**src/rtl/dat_pkg.sv**
```systemverilog
package dat_pkg;

    ////////////////////////////////////////////////////////////////////////////////
    // register offsets
    localparam logic [6:0] DAT_OFF_I_AUX_MAG_LOW   = 7'h42;
    localparam logic [6:0] DAT_OFF_I_AUX_CTRL      = 7'h43;
    localparam logic [6:0] DAT_OFF_Q_FS_LOW        = 7'h44;
    localparam logic [6:0] DAT_OFF_Q_CONV_CTRL     = 7'h45;
    localparam logic [6:0] DAT_OFF_Q_AUX_MAG_LOW   = 7'h46;
    localparam logic [6:0] DAT_OFF_Q_AUX_CTRL      = 7'h47;
    localparam logic [6:0] DAT_OFF_MEAS_SETUP      = 7'h48;
    localparam logic [6:0] DAT_OFF_TEMP_LOW        = 7'h49;
    localparam logic [6:0] DAT_OFF_TEMP_HIGH       = 7'h4A;

    ////////////////////////////////////////////////////////////////////////////////
    // field positions
    localparam int DAT_BIT_AUX_SIGN   = 7;
    localparam int DAT_BIT_AUX_SINK   = 6;
    localparam int DAT_BIT_AUX_SLEEP  = 5;
    localparam int DAT_BIT_CONV_SLEEP = 7;
    localparam int DAT_HI_MSB         = 1;
    localparam int DAT_MEAS_FS_LSB    = 4;
    localparam int DAT_MEAS_REF_LSB   = 1;
    localparam int DAT_MEAS_CAP_BIT   = 0;

    // implemented bits, all others read as zero
    localparam logic [7:0] DAT_MASK_AUX_CTRL  = 8'hE3;
    localparam logic [7:0] DAT_MASK_CONV_CTRL = 8'h83;
    localparam logic [7:0] DAT_MASK_MEAS      = 8'h7F;

    ////////////////////////////////////////////////////////////////////////////////
    // reset values
    localparam logic [7:0]  DAT_RST_AUX_MAG_LOW = 8'h00;
    localparam logic [7:0]  DAT_RST_AUX_CTRL    = 8'h00;
    localparam logic [7:0]  DAT_RST_Q_FS_LOW    = 8'hF9;
    localparam logic [7:0]  DAT_RST_CONV_CTRL   = 8'h01;
    localparam logic [7:0]  DAT_RST_MEAS        = 8'h02;
    localparam logic [15:0] DAT_RST_TEMP        = 16'h0000;

    ////////////////////////////////////////////////////////////////////////////////
    // serial port framing
    localparam logic [3:0] DAT_SPI_LAST_BIT = 4'h7;
    localparam int         DAT_SPI_RW_BIT   = 7;

    typedef enum logic [1:0] {
        DAT_SPI_INSTR = 2'b00,
        DAT_SPI_DATA  = 2'b01,
        DAT_SPI_DONE  = 2'b10
    } dat_spi_state_t;

endpackage : dat_pkg

```
**src/rtl/dat_reg_if.sv**
```systemverilog
`timescale 1ns/1ps
interface dat_reg_if;
    logic       wr_en;
    logic       rd_en;
    logic [6:0] addr;
    logic [7:0] wdata;
    logic [7:0] rdata;

    modport master (output wr_en, output rd_en, output addr, output wdata, input rdata);
    modport watch  (input rd_en, input addr);
endinterface : dat_reg_if

```
**src/rtl/dat_spi_slave.sv**
```systemverilog
`timescale 1ns/1ps
module dat_spi_slave
    import dat_pkg::*;
(
    // clock and reset
    input  wire logic   clk,
    input  wire logic   rst_n,
    // serial port pins
    input  wire logic   spi_cs_n,
    input  wire logic   spi_sclk,
    input  wire logic   spi_sdi,
    output logic        spi_sdo,
    output logic        spi_sdo_oe,
    // register access
    dat_reg_if.master   bus
);
    dat_spi_state_t state_q;
    logic           sclk_q;
    logic [3:0]     cnt_q;
    logic [6:0]     in_sh_q;
    logic [7:0]     out_sh_q;
    logic           read_q;
    logic           wr_q;
    logic           rd_q;
    logic [6:0]     addr_q;
    logic [7:0]     wdata_q;

    wire       rise      = spi_sclk & ~sclk_q & ~spi_cs_n;
    wire       fall      = ~spi_sclk & sclk_q & ~spi_cs_n;
    wire [7:0] byte_in   = {in_sh_q, spi_sdi};
    wire       last_bit  = rise & (cnt_q == DAT_SPI_LAST_BIT);
    wire       instr_end = last_bit & (state_q == DAT_SPI_INSTR);
    wire       data_end  = last_bit & (state_q == DAT_SPI_DATA);

    always_ff @(posedge clk) begin
        if (!rst_n) begin
            state_q <= DAT_SPI_INSTR;
            sclk_q  <= 1'b0;
            cnt_q   <= 4'h0;
            in_sh_q <= 7'h00;
            read_q  <= 1'b0;
            addr_q  <= 7'h00;
            wdata_q <= 8'h00;
            wr_q    <= 1'b0;
            rd_q    <= 1'b0;
        end else begin
            sclk_q <= spi_sclk;
            wr_q   <= data_end & ~read_q;
            rd_q   <= instr_end & byte_in[DAT_SPI_RW_BIT];
            if (spi_cs_n) begin
                state_q <= DAT_SPI_INSTR;
                cnt_q   <= 4'h0;
            end else if (rise) begin
                in_sh_q <= byte_in[6:0];
                cnt_q   <= last_bit ? 4'h0 : cnt_q + 4'h1;
                if (instr_end) begin
                    state_q <= DAT_SPI_DATA;
                    read_q  <= byte_in[DAT_SPI_RW_BIT];
                    addr_q  <= byte_in[6:0];
                end
                if (data_end) begin
                    state_q <= DAT_SPI_DONE;
                    wdata_q <= byte_in;
                end
            end
        end
    end

    // read data is ready one clock after rd_en, well before the next falling edge
    always_ff @(posedge clk) begin
        if (!rst_n) begin
            spi_sdo    <= 1'b0;
            out_sh_q   <= 8'h00;
            spi_sdo_oe <= 1'b0;
        end else begin
            spi_sdo_oe <= ~spi_cs_n & read_q & (state_q == DAT_SPI_DATA);
            if (fall && read_q && state_q == DAT_SPI_DATA) begin
                spi_sdo  <= (cnt_q == 4'h0) ? bus.rdata[7] : out_sh_q[7];
                out_sh_q <= (cnt_q == 4'h0) ? {bus.rdata[6:0], 1'b0} : {out_sh_q[6:0], 1'b0};
            end
        end
    end

    assign bus.wr_en = wr_q;
    assign bus.rd_en = rd_q;
    assign bus.addr  = addr_q;
    assign bus.wdata = wdata_q;

endmodule : dat_spi_slave

```
**src/rtl/dat_temp_hold.sv**
```systemverilog
`timescale 1ns/1ps
module dat_temp_hold
    import dat_pkg::*;
#(
    parameter int TEMP_W = 16
) (
    // clock and reset
    input  wire logic              clk,
    input  wire logic              rst_n,
    // measurement result
    input  wire logic [TEMP_W-1:0] temp_result,
    input  wire logic              temp_valid,
    // register access
    dat_reg_if.watch               bus,
    output logic [TEMP_W-1:0]      value_q,
    output logic [7:0]             high_shadow_q
);
    if (TEMP_W != 16) begin : g_chk
        $error("dat_temp_hold: TEMP_W must be 16");
    end

    // low byte read freezes the high byte so a two-byte read is coherent
    wire low_read = bus.rd_en & (bus.addr == DAT_OFF_TEMP_LOW);

    always_ff @(posedge clk) begin
        if (!rst_n) begin
            value_q       <= DAT_RST_TEMP;
            high_shadow_q <= DAT_RST_TEMP[15:8];
        end else begin
            if (temp_valid) begin
                value_q <= temp_result;
            end
            if (low_read) begin
                high_shadow_q <= value_q[15:8];
            end
        end
    end

endmodule : dat_temp_hold

```
**src/rtl/dat_cfg_regs.sv**
```systemverilog
`timescale 1ns/1ps
// Functional notes
// - I aux control bit 7 steers I aux current: 0 positive, 1 negative output.
// - I aux control bit 6: 0 sources current, 1 sinks current.
// - I aux control bit 5 puts I aux source to sleep; resets 0.
// - I aux magnitude is 10 bits: low byte at 0x42, top bits in 0x43[1:0].
// - Q full-scale is 10 bits: low byte 0x44, top bits 0x45[1:0].
// - Q control bit 7 puts Q converter into fast wake-up sleep; resets 0.
// - Q aux magnitude is 10 bits: low byte 0x46, top bits 0x47[1:0].
// - Q aux control bit 7 steers Q aux current: 0 positive, 1 negative.
// - Q aux control bit 6: 0 sources current, 1 sinks current.
// - Q aux control bit 5 puts Q aux source to sleep; resets 0.
// - Setup register bits 6:4 set measurement full-scale current; resets 0.
// - Setup register bits 3:1 set measurement reference current; resets 1.
// - Setup register bit 0 selects small or doubled measurement capacitor.
// - 16-bit die temperature reads at 0x49 low and 0x4A high.
module dat_cfg_regs
    import dat_pkg::*;
#(
    parameter int TEMP_W = 16
) (
    // clock and reset
    input  wire logic              clk,
    input  wire logic              rst_n,
    // serial port pins
    input  wire logic              spi_cs_n,
    input  wire logic              spi_sclk,
    input  wire logic              spi_sdi,
    output logic                   spi_sdo,
    output logic                   spi_sdo_oe,
    // temperature measurement result
    input  wire logic [TEMP_W-1:0] temp_result,
    input  wire logic              temp_valid,
    // I auxiliary source
    output logic [9:0]             i_aux_magnitude,
    output logic                   i_aux_to_negative,
    output logic                   i_aux_sink,
    output logic                   i_aux_sleep,
    // Q main converter
    output logic [9:0]             q_fullscale,
    output logic                   q_conv_sleep,
    // Q auxiliary source
    output logic [9:0]             q_aux_magnitude,
    output logic                   q_aux_to_negative,
    output logic                   q_aux_sink,
    output logic                   q_aux_sleep,
    // measurement converter
    output logic [2:0]             meas_fs_current,
    output logic [2:0]             meas_ref_current,
    output logic                   meas_cap_double
);
    if (TEMP_W != 16) begin : g_chk
        $error("dat_cfg_regs: TEMP_W must be 16");
    end

    function automatic logic hit(input logic [6:0] addr, input logic [6:0] off);
        hit = (addr == off);
    endfunction : hit

    ////////////////////////////////////////////////////////////////////////////////
    // serial port and temperature holder

    dat_reg_if reg_bus ();

    logic [TEMP_W-1:0] temp_value;
    logic [7:0]        temp_high_shadow;

    dat_spi_slave u_spi (
        .clk        (clk),
        .rst_n      (rst_n),
        .spi_cs_n   (spi_cs_n),
        .spi_sclk   (spi_sclk),
        .spi_sdi    (spi_sdi),
        .spi_sdo    (spi_sdo),
        .spi_sdo_oe (spi_sdo_oe),
        .bus        (reg_bus.master)
    );

    dat_temp_hold #(
        .TEMP_W (TEMP_W)
    ) u_temp (
        .clk           (clk),
        .rst_n         (rst_n),
        .temp_result   (temp_result),
        .temp_valid    (temp_valid),
        .bus           (reg_bus.watch),
        .value_q       (temp_value),
        .high_shadow_q (temp_high_shadow)
    );

    ////////////////////////////////////////////////////////////////////////////////
    // auxiliary sources, channel 0 is I and channel 1 is Q

    localparam logic [6:0] AUX_LOW_OFF  [2] = '{DAT_OFF_I_AUX_MAG_LOW, DAT_OFF_Q_AUX_MAG_LOW};
    localparam logic [6:0] AUX_CTRL_OFF [2] = '{DAT_OFF_I_AUX_CTRL, DAT_OFF_Q_AUX_CTRL};

    logic [7:0] aux_low_q  [2];
    logic [7:0] aux_ctrl_q [2];

    for (genvar ch = 0; ch < 2; ch++) begin : g_aux
        wire wr_low  = reg_bus.wr_en & hit(reg_bus.addr, AUX_LOW_OFF[ch]);
        wire wr_ctrl = reg_bus.wr_en & hit(reg_bus.addr, AUX_CTRL_OFF[ch]);

        always_ff @(posedge clk) begin
            if (!rst_n) begin
                aux_low_q[ch]  <= DAT_RST_AUX_MAG_LOW;
                aux_ctrl_q[ch] <= DAT_RST_AUX_CTRL;
            end else begin
                if (wr_low) begin
                    aux_low_q[ch] <= reg_bus.wdata;
                end
                if (wr_ctrl) begin
                    aux_ctrl_q[ch] <= reg_bus.wdata & DAT_MASK_AUX_CTRL;
                end
            end
        end
    end

    // sign, direction, sleep and top magnitude bits
    assign i_aux_magnitude   = {aux_ctrl_q[0][DAT_HI_MSB:0], aux_low_q[0]};
    assign i_aux_to_negative = aux_ctrl_q[0][DAT_BIT_AUX_SIGN];
    assign i_aux_sink        = aux_ctrl_q[0][DAT_BIT_AUX_SINK];
    assign i_aux_sleep       = aux_ctrl_q[0][DAT_BIT_AUX_SLEEP];
    assign q_aux_magnitude   = {aux_ctrl_q[1][DAT_HI_MSB:0], aux_low_q[1]};
    assign q_aux_to_negative = aux_ctrl_q[1][DAT_BIT_AUX_SIGN];
    assign q_aux_sink        = aux_ctrl_q[1][DAT_BIT_AUX_SINK];
    assign q_aux_sleep       = aux_ctrl_q[1][DAT_BIT_AUX_SLEEP];

    ////////////////////////////////////////////////////////////////////////////////
    // Q converter and measurement setup

    logic [7:0] q_fs_low_q;
    logic [7:0] q_ctrl_q;
    logic [7:0] meas_q;

    wire wr_fs_low = reg_bus.wr_en & hit(reg_bus.addr, DAT_OFF_Q_FS_LOW);
    wire wr_q_ctrl = reg_bus.wr_en & hit(reg_bus.addr, DAT_OFF_Q_CONV_CTRL);
    wire wr_meas   = reg_bus.wr_en & hit(reg_bus.addr, DAT_OFF_MEAS_SETUP);

    always_ff @(posedge clk) begin
        if (!rst_n) begin
            q_fs_low_q <= DAT_RST_Q_FS_LOW;
            q_ctrl_q   <= DAT_RST_CONV_CTRL;
            meas_q     <= DAT_RST_MEAS;
        end else begin
            if (wr_fs_low) begin
                q_fs_low_q <= reg_bus.wdata;
            end
            if (wr_q_ctrl) begin
                q_ctrl_q <= reg_bus.wdata & DAT_MASK_CONV_CTRL;
            end
            if (wr_meas) begin
                meas_q <= reg_bus.wdata & DAT_MASK_MEAS;
            end
        end
    end

    assign q_fullscale      = {q_ctrl_q[DAT_HI_MSB:0], q_fs_low_q};
    assign q_conv_sleep     = q_ctrl_q[DAT_BIT_CONV_SLEEP];
    assign meas_fs_current  = meas_q[DAT_MEAS_FS_LSB +: 3];
    assign meas_ref_current = meas_q[DAT_MEAS_REF_LSB +: 3];
    assign meas_cap_double  = meas_q[DAT_MEAS_CAP_BIT];

    ////////////////////////////////////////////////////////////////////////////////
    // read-back, unmapped offsets read zero; temperature bytes take no writes

    logic [7:0] rdata_q;

    wire [6:0] ra = reg_bus.addr;
    wire [7:0] rdata_d =
        hit(ra, DAT_OFF_I_AUX_MAG_LOW) ? aux_low_q[0]          :
        hit(ra, DAT_OFF_I_AUX_CTRL)    ? aux_ctrl_q[0]         :
        hit(ra, DAT_OFF_Q_FS_LOW)      ? q_fs_low_q            :
        hit(ra, DAT_OFF_Q_CONV_CTRL)   ? q_ctrl_q              :
        hit(ra, DAT_OFF_Q_AUX_MAG_LOW) ? aux_low_q[1]          :
        hit(ra, DAT_OFF_Q_AUX_CTRL)    ? aux_ctrl_q[1]         :
        hit(ra, DAT_OFF_MEAS_SETUP)    ? meas_q                :
        hit(ra, DAT_OFF_TEMP_LOW)      ? temp_value[7:0]       :
        hit(ra, DAT_OFF_TEMP_HIGH)     ? temp_high_shadow      :
                                         8'h00;

    always_ff @(posedge clk) begin
        if (!rst_n) begin
            rdata_q <= 8'h00;
        end else if (reg_bus.rd_en) begin
            rdata_q <= rdata_d;
        end
    end

    assign reg_bus.rdata = rdata_q;
endmodule : dat_cfg_regs

```
**config.mk**
```make
export PLATFORM = sky130hd
export DESIGN_NAME = dat_cfg_regs
export DESIGN_NICKNAME = d
export VERILOG_FILES = /design/src/rtl/dat_pkg.sv /design/src/rtl/dat_reg_if.sv /design/src/rtl/dat_spi_slave.sv /design/src/rtl/dat_temp_hold.sv /design/src/rtl/dat_cfg_regs.sv
export SDC_FILE = /design/constraint.sdc
export NUM_CORES = 1
export LEC_CHECK = 0
export BUFFER_PORTS_ARGS = -buffer_cell sky130_fd_sc_hd__buf_4
export CORE_MARGIN = 2
export CORE_UTILIZATION = 37
export DETAILED_ROUTE_END_ITERATION = 6
export PLACE_DENSITY = 0.58
export SYNTH_ARGS = -nofsm -noshare
export SYNTH_HDL_FRONTEND = slang
export SYNTH_HIERARCHICAL = 1
export SYNTH_SLANG_ARGS = --single-unit
export TNS_END_PERCENT = 100
```
**constraint.sdc**
```tcl
create_clock -name clk -period 5.26 [get_ports clk]
set_clock_uncertainty 0.05 [all_clocks]
set_input_delay 1.052 -clock clk [delete_from_list [all_inputs] [get_ports clk]]
set_output_delay 1.052 -clock clk [all_outputs]
set_load 0.02 [all_outputs]
```
==> impl_metrics.yaml <==
outcome:
  status: "finished clean"
global_routing:
  grt_pass1_vias: 4107
  grt_usage_pct: 20.2
  use_met3_pct: 5.86
  grt_start_max_net_pins: 82
  use_met1_pct: 28.3
  grt.overflow.total: 0
  antenna_found_initial: 0
  grt_busiest_layer: "met2"
  grt_pass1_wl_um: 22600
  use_met2_pct: 28.7
synth:
  synth_cells: 553
  synthArstFlopShare_pct: 0
  synth_edf_count: 26
  synth_nets: 577
  synthesis.area_um2: 5280
  synthDistinctLibCells: 60
  ys_seq_area_share_pct: 49.3
  synth_flop_cell: "dfxtp_1"
  yosysWarnings: 6
  synth_seq_cells: 117
  syn_area_per_cell_um2: 9.55
detailed_routing:
  vias: 4273
  drc: 0
  drt_iter0_drc: 378
  route.antenna.remaining_nets: 0
  drt-pass1-iter-count: 5
  avgViaCountPerCell: 5.33
  drt-total-wl_um: 14400
  drt-wirelength-per-cell_um: 18.0
finish:
  layout_commonest_cell: "nand2_1"
  syn_to_final_growth_pct: 22.4
  final_cell_mix: "nand2_1 (104), dfxtp_1 (91), buf_4 (68)"
  insertedDiodeCount: 0
  fin_nets: 634
  drive_gt1_share_pct: 18.0
die:
  io_pins: 68
  fp.dieH_um: 123
  num_rows: 43
  core_um2: 13900
  dieArea_um2: 15200
  die_x_um: 123
  start_util_pct: 37.9
min_path:
  hp-class: "register to register"
  min_path_cells: 2
  min_to: "u_temp/high_shadow_q[4]$_SDFFE_PN0P_"
  min-delay-start: "u_temp/high_shadow_q[4]$_SDFFE_PN0P_"
sta:
  final_max_slew_viol_count: 0
  tns_ns: 0
  worst_pin_slew_ns: 0.911
  rsz0062_at_grt: "false"
  finalHoldViolCount: 0
  max_freq_mhz: 376
  fin_crit_sh_pct: 50.6
  setup_viol: 0
  setup_slack_ns: 2.60
  slew-limit-headroom_pct: 39.1
  layout_min_cycle_time_ns: 2.66
placement:
  pre_cts_ws_ns: 2.32
  hpwl_um: 10300
  io_buffers: 67
  gp_congestion: 0.935
power:
  peakVddDrop_v: 0.000205
  leakagePower_nw: 2.48
  swShare_pct: 20.5
  finalPower_mw: 2.17
  seq_power_share_pct: 44.0
  p_comb_share_pct: 4.0
  internal_power_mw: 1.72
  power_density_nw_per_um2: 335
  p_switching_mw: 0.443
  pwr-share-clk_pct: 52.0
clock_tree:
  clock-root-buffer: "clkbuf_16"
  cts_buffers: 17
  htree_levels: 4
  ctsHoldBuffers: 0
  clk_latency_ns: 0.41
  clkTransAtPathRegs_ns: 0.05
  cts.sinks: 117
  post-cts-setup-buffers: 0
  cts_resized: 0
  cts_tree: "yes"
  clock_path_buffers: 2
critical_path:
  endpoint_kind: "register"
  worstPathRequired_ns: 5.47
  r2r-end: "q_fs_low_q[6]$_SDFFE_PN1P_"
  r2r_cells: 5
  r2r_start: "u_spi/bus.addr[6]$_SDFFE_PN0P_"
  crit_type: "register to register"
  crit_fanout: 12
  r2r_slack_ns: 2.60
  cp-start-kind: "register"
  cp_data_arrival_time_ns: 2.87
flow_run:
  drv_cap: 0
==> power by group through the flow <==
stage | logic, mW | clock network, mW | registers [mW]
after floorplan | 0.0367 | 0 | 0.977
after global placement | 0.0863 | 0 | 0.970
after detailed placement | 0.0878 | 0 | 0.970
after CTS | 0.0881 | 1.15 | 0.952
after global routing | 0.0942 | 1.19 | 0.953
final | 0.0869 | 1.13 | 0.953
==> how the worst max path moves through the flow <==
| stage | start | end | slack (ns) | cells past startpoint |
|---|---|---|---|---|
| after detailed placement | rst_n | u_spi/bus.rd_en$_SDFF_PN0_ | 2.32 | 4 |
| after CTS | u_spi/bus.addr[6]$_SDFFE_PN0P_ | q_fs_low_q[6]$_SDFFE_PN1P_ | 2.60 | 5 |
| after floorplan | spi_cs_n | u_spi/bus.wdata[0]$_SDFFE_PN0P_ | 3.11 | 4 |
| after global placement | rst_n | u_spi/bus.rd_en$_SDFF_PN0_ | 2.38 | 4 |
| final | u_spi/bus.addr[6]$_SDFFE_PN0P_ | q_fs_low_q[6]$_SDFFE_PN1P_ | 2.60 | 5 |
| after global routing | u_spi/bus.addr[6]$_SDFFE_PN0P_ | q_fs_low_q[3]$_SDFFE_PN1P_ | 2.34 | 5 |
==> metrics by stage <==
step | cells | area (um^2) | util [%] | hold slack (ns)
2_1_floorplan | 553 | 5280 | - | 0.363
6_report | 802 | 6460 | 46.4 | 0.417
5_1_grt | 802 | 6460 | 46.4 | 0.436
3_5_place_dp | 771 | 5880 | 42.2 | 0.403
4_1_cts | 802 | 6460 | 46.4 | 0.417
3_3_place_gp | 771 | 5880 | 42.2 | 0.396
==> critical path, stage by stage (launching register included) <==
cell	delay, ns
dfxtp_1	0.48
or4b_1	0.73
nor3_2	0.66
nand2_1	0.34
nand2_1	0.16
nand3_1	0.08
==> layer usage <==
layer | part of all wire (%) | vias up
met5 | 0 | -
met4 | 1.7 | 0
met3 | 6.5 | 18
met2 | 44 | 138
met1 | 47 | 2035
li1 | - | 2082
==> final cells by class <==
class | instances | area, um^2
Clock buffer | 29 | 552
Fill cell | 1312 | 7470
Inverter | 16 | 60.1
Tap cell | 180 | 225
Clock inverter | 2 | 35.0
Timing Repair Buffer | 68 | 510
Sequential cell | 117 | 2600
Multi-Input combinational cell | 390 | 2480
==> flip-flops by register name, indices dropped and copies added (netlist names), 2 cells and up <==
| register | count |
|---|---|
| q_ctrl_q | 3 |
| aux_ctrl_q | 10 |
| u_spi/out_sh_q | 7 |
| u_spi/in_sh_q | 7 |
| u_temp/high_shadow_q | 8 |
| rdata_q | 8 |
| u_temp/value_q | 16 |
| u_spi/bus.addr | 7 |
| aux_low_q | 16 |
| u_spi/cnt_q | 4 |
| q_fs_low_q | 8 |
| u_spi/state_q | 2 |
| meas_q | 7 |
| u_spi/bus.wdata | 8 |
==> Yosys cell counts, types with 3 or more instances <==
library cell,count,area [um^2]
dfxtp_1,91,1820
nor3b_1,4,30.0
nand4_1,3,18.8
nor2_1,16,60.1
buf_2,5,25.0
nor2b_1,23,144
mux2i_1,54,541
clkbuf_1,20,75.1
a21oi_1,37,185
edfxtp_1,26,781
nand2_1,104,390
o211ai_1,3,22.5
and2_1,28,175
a311oi_1,9,78.8
o21ai_0,13,65.1
a31oi_1,8,50.1
or3_1,5,31.3
nand2b_1,6,37.5
nor3_1,7,35.0
inv_1,14,52.6
nand3_1,19,95.1
a221oi_1,3,26.3
==> logic make-up (layout without fill, tap and decap cells) <==
family	Yosys count	count (layout)	share of synthesized area, %
buffers and inverters	46	115	3.81
AO/OA/AOI/OAI	92	92	11.3
multiplexers	56	56	10.7
AND/OR/NAND/NOR	240	240	24.5
flip-flops	117	117	49.3
adder cells (fa/ha/maj)	2	2	0.474
No activity file was read; power rests on OpenSTA's default activity.
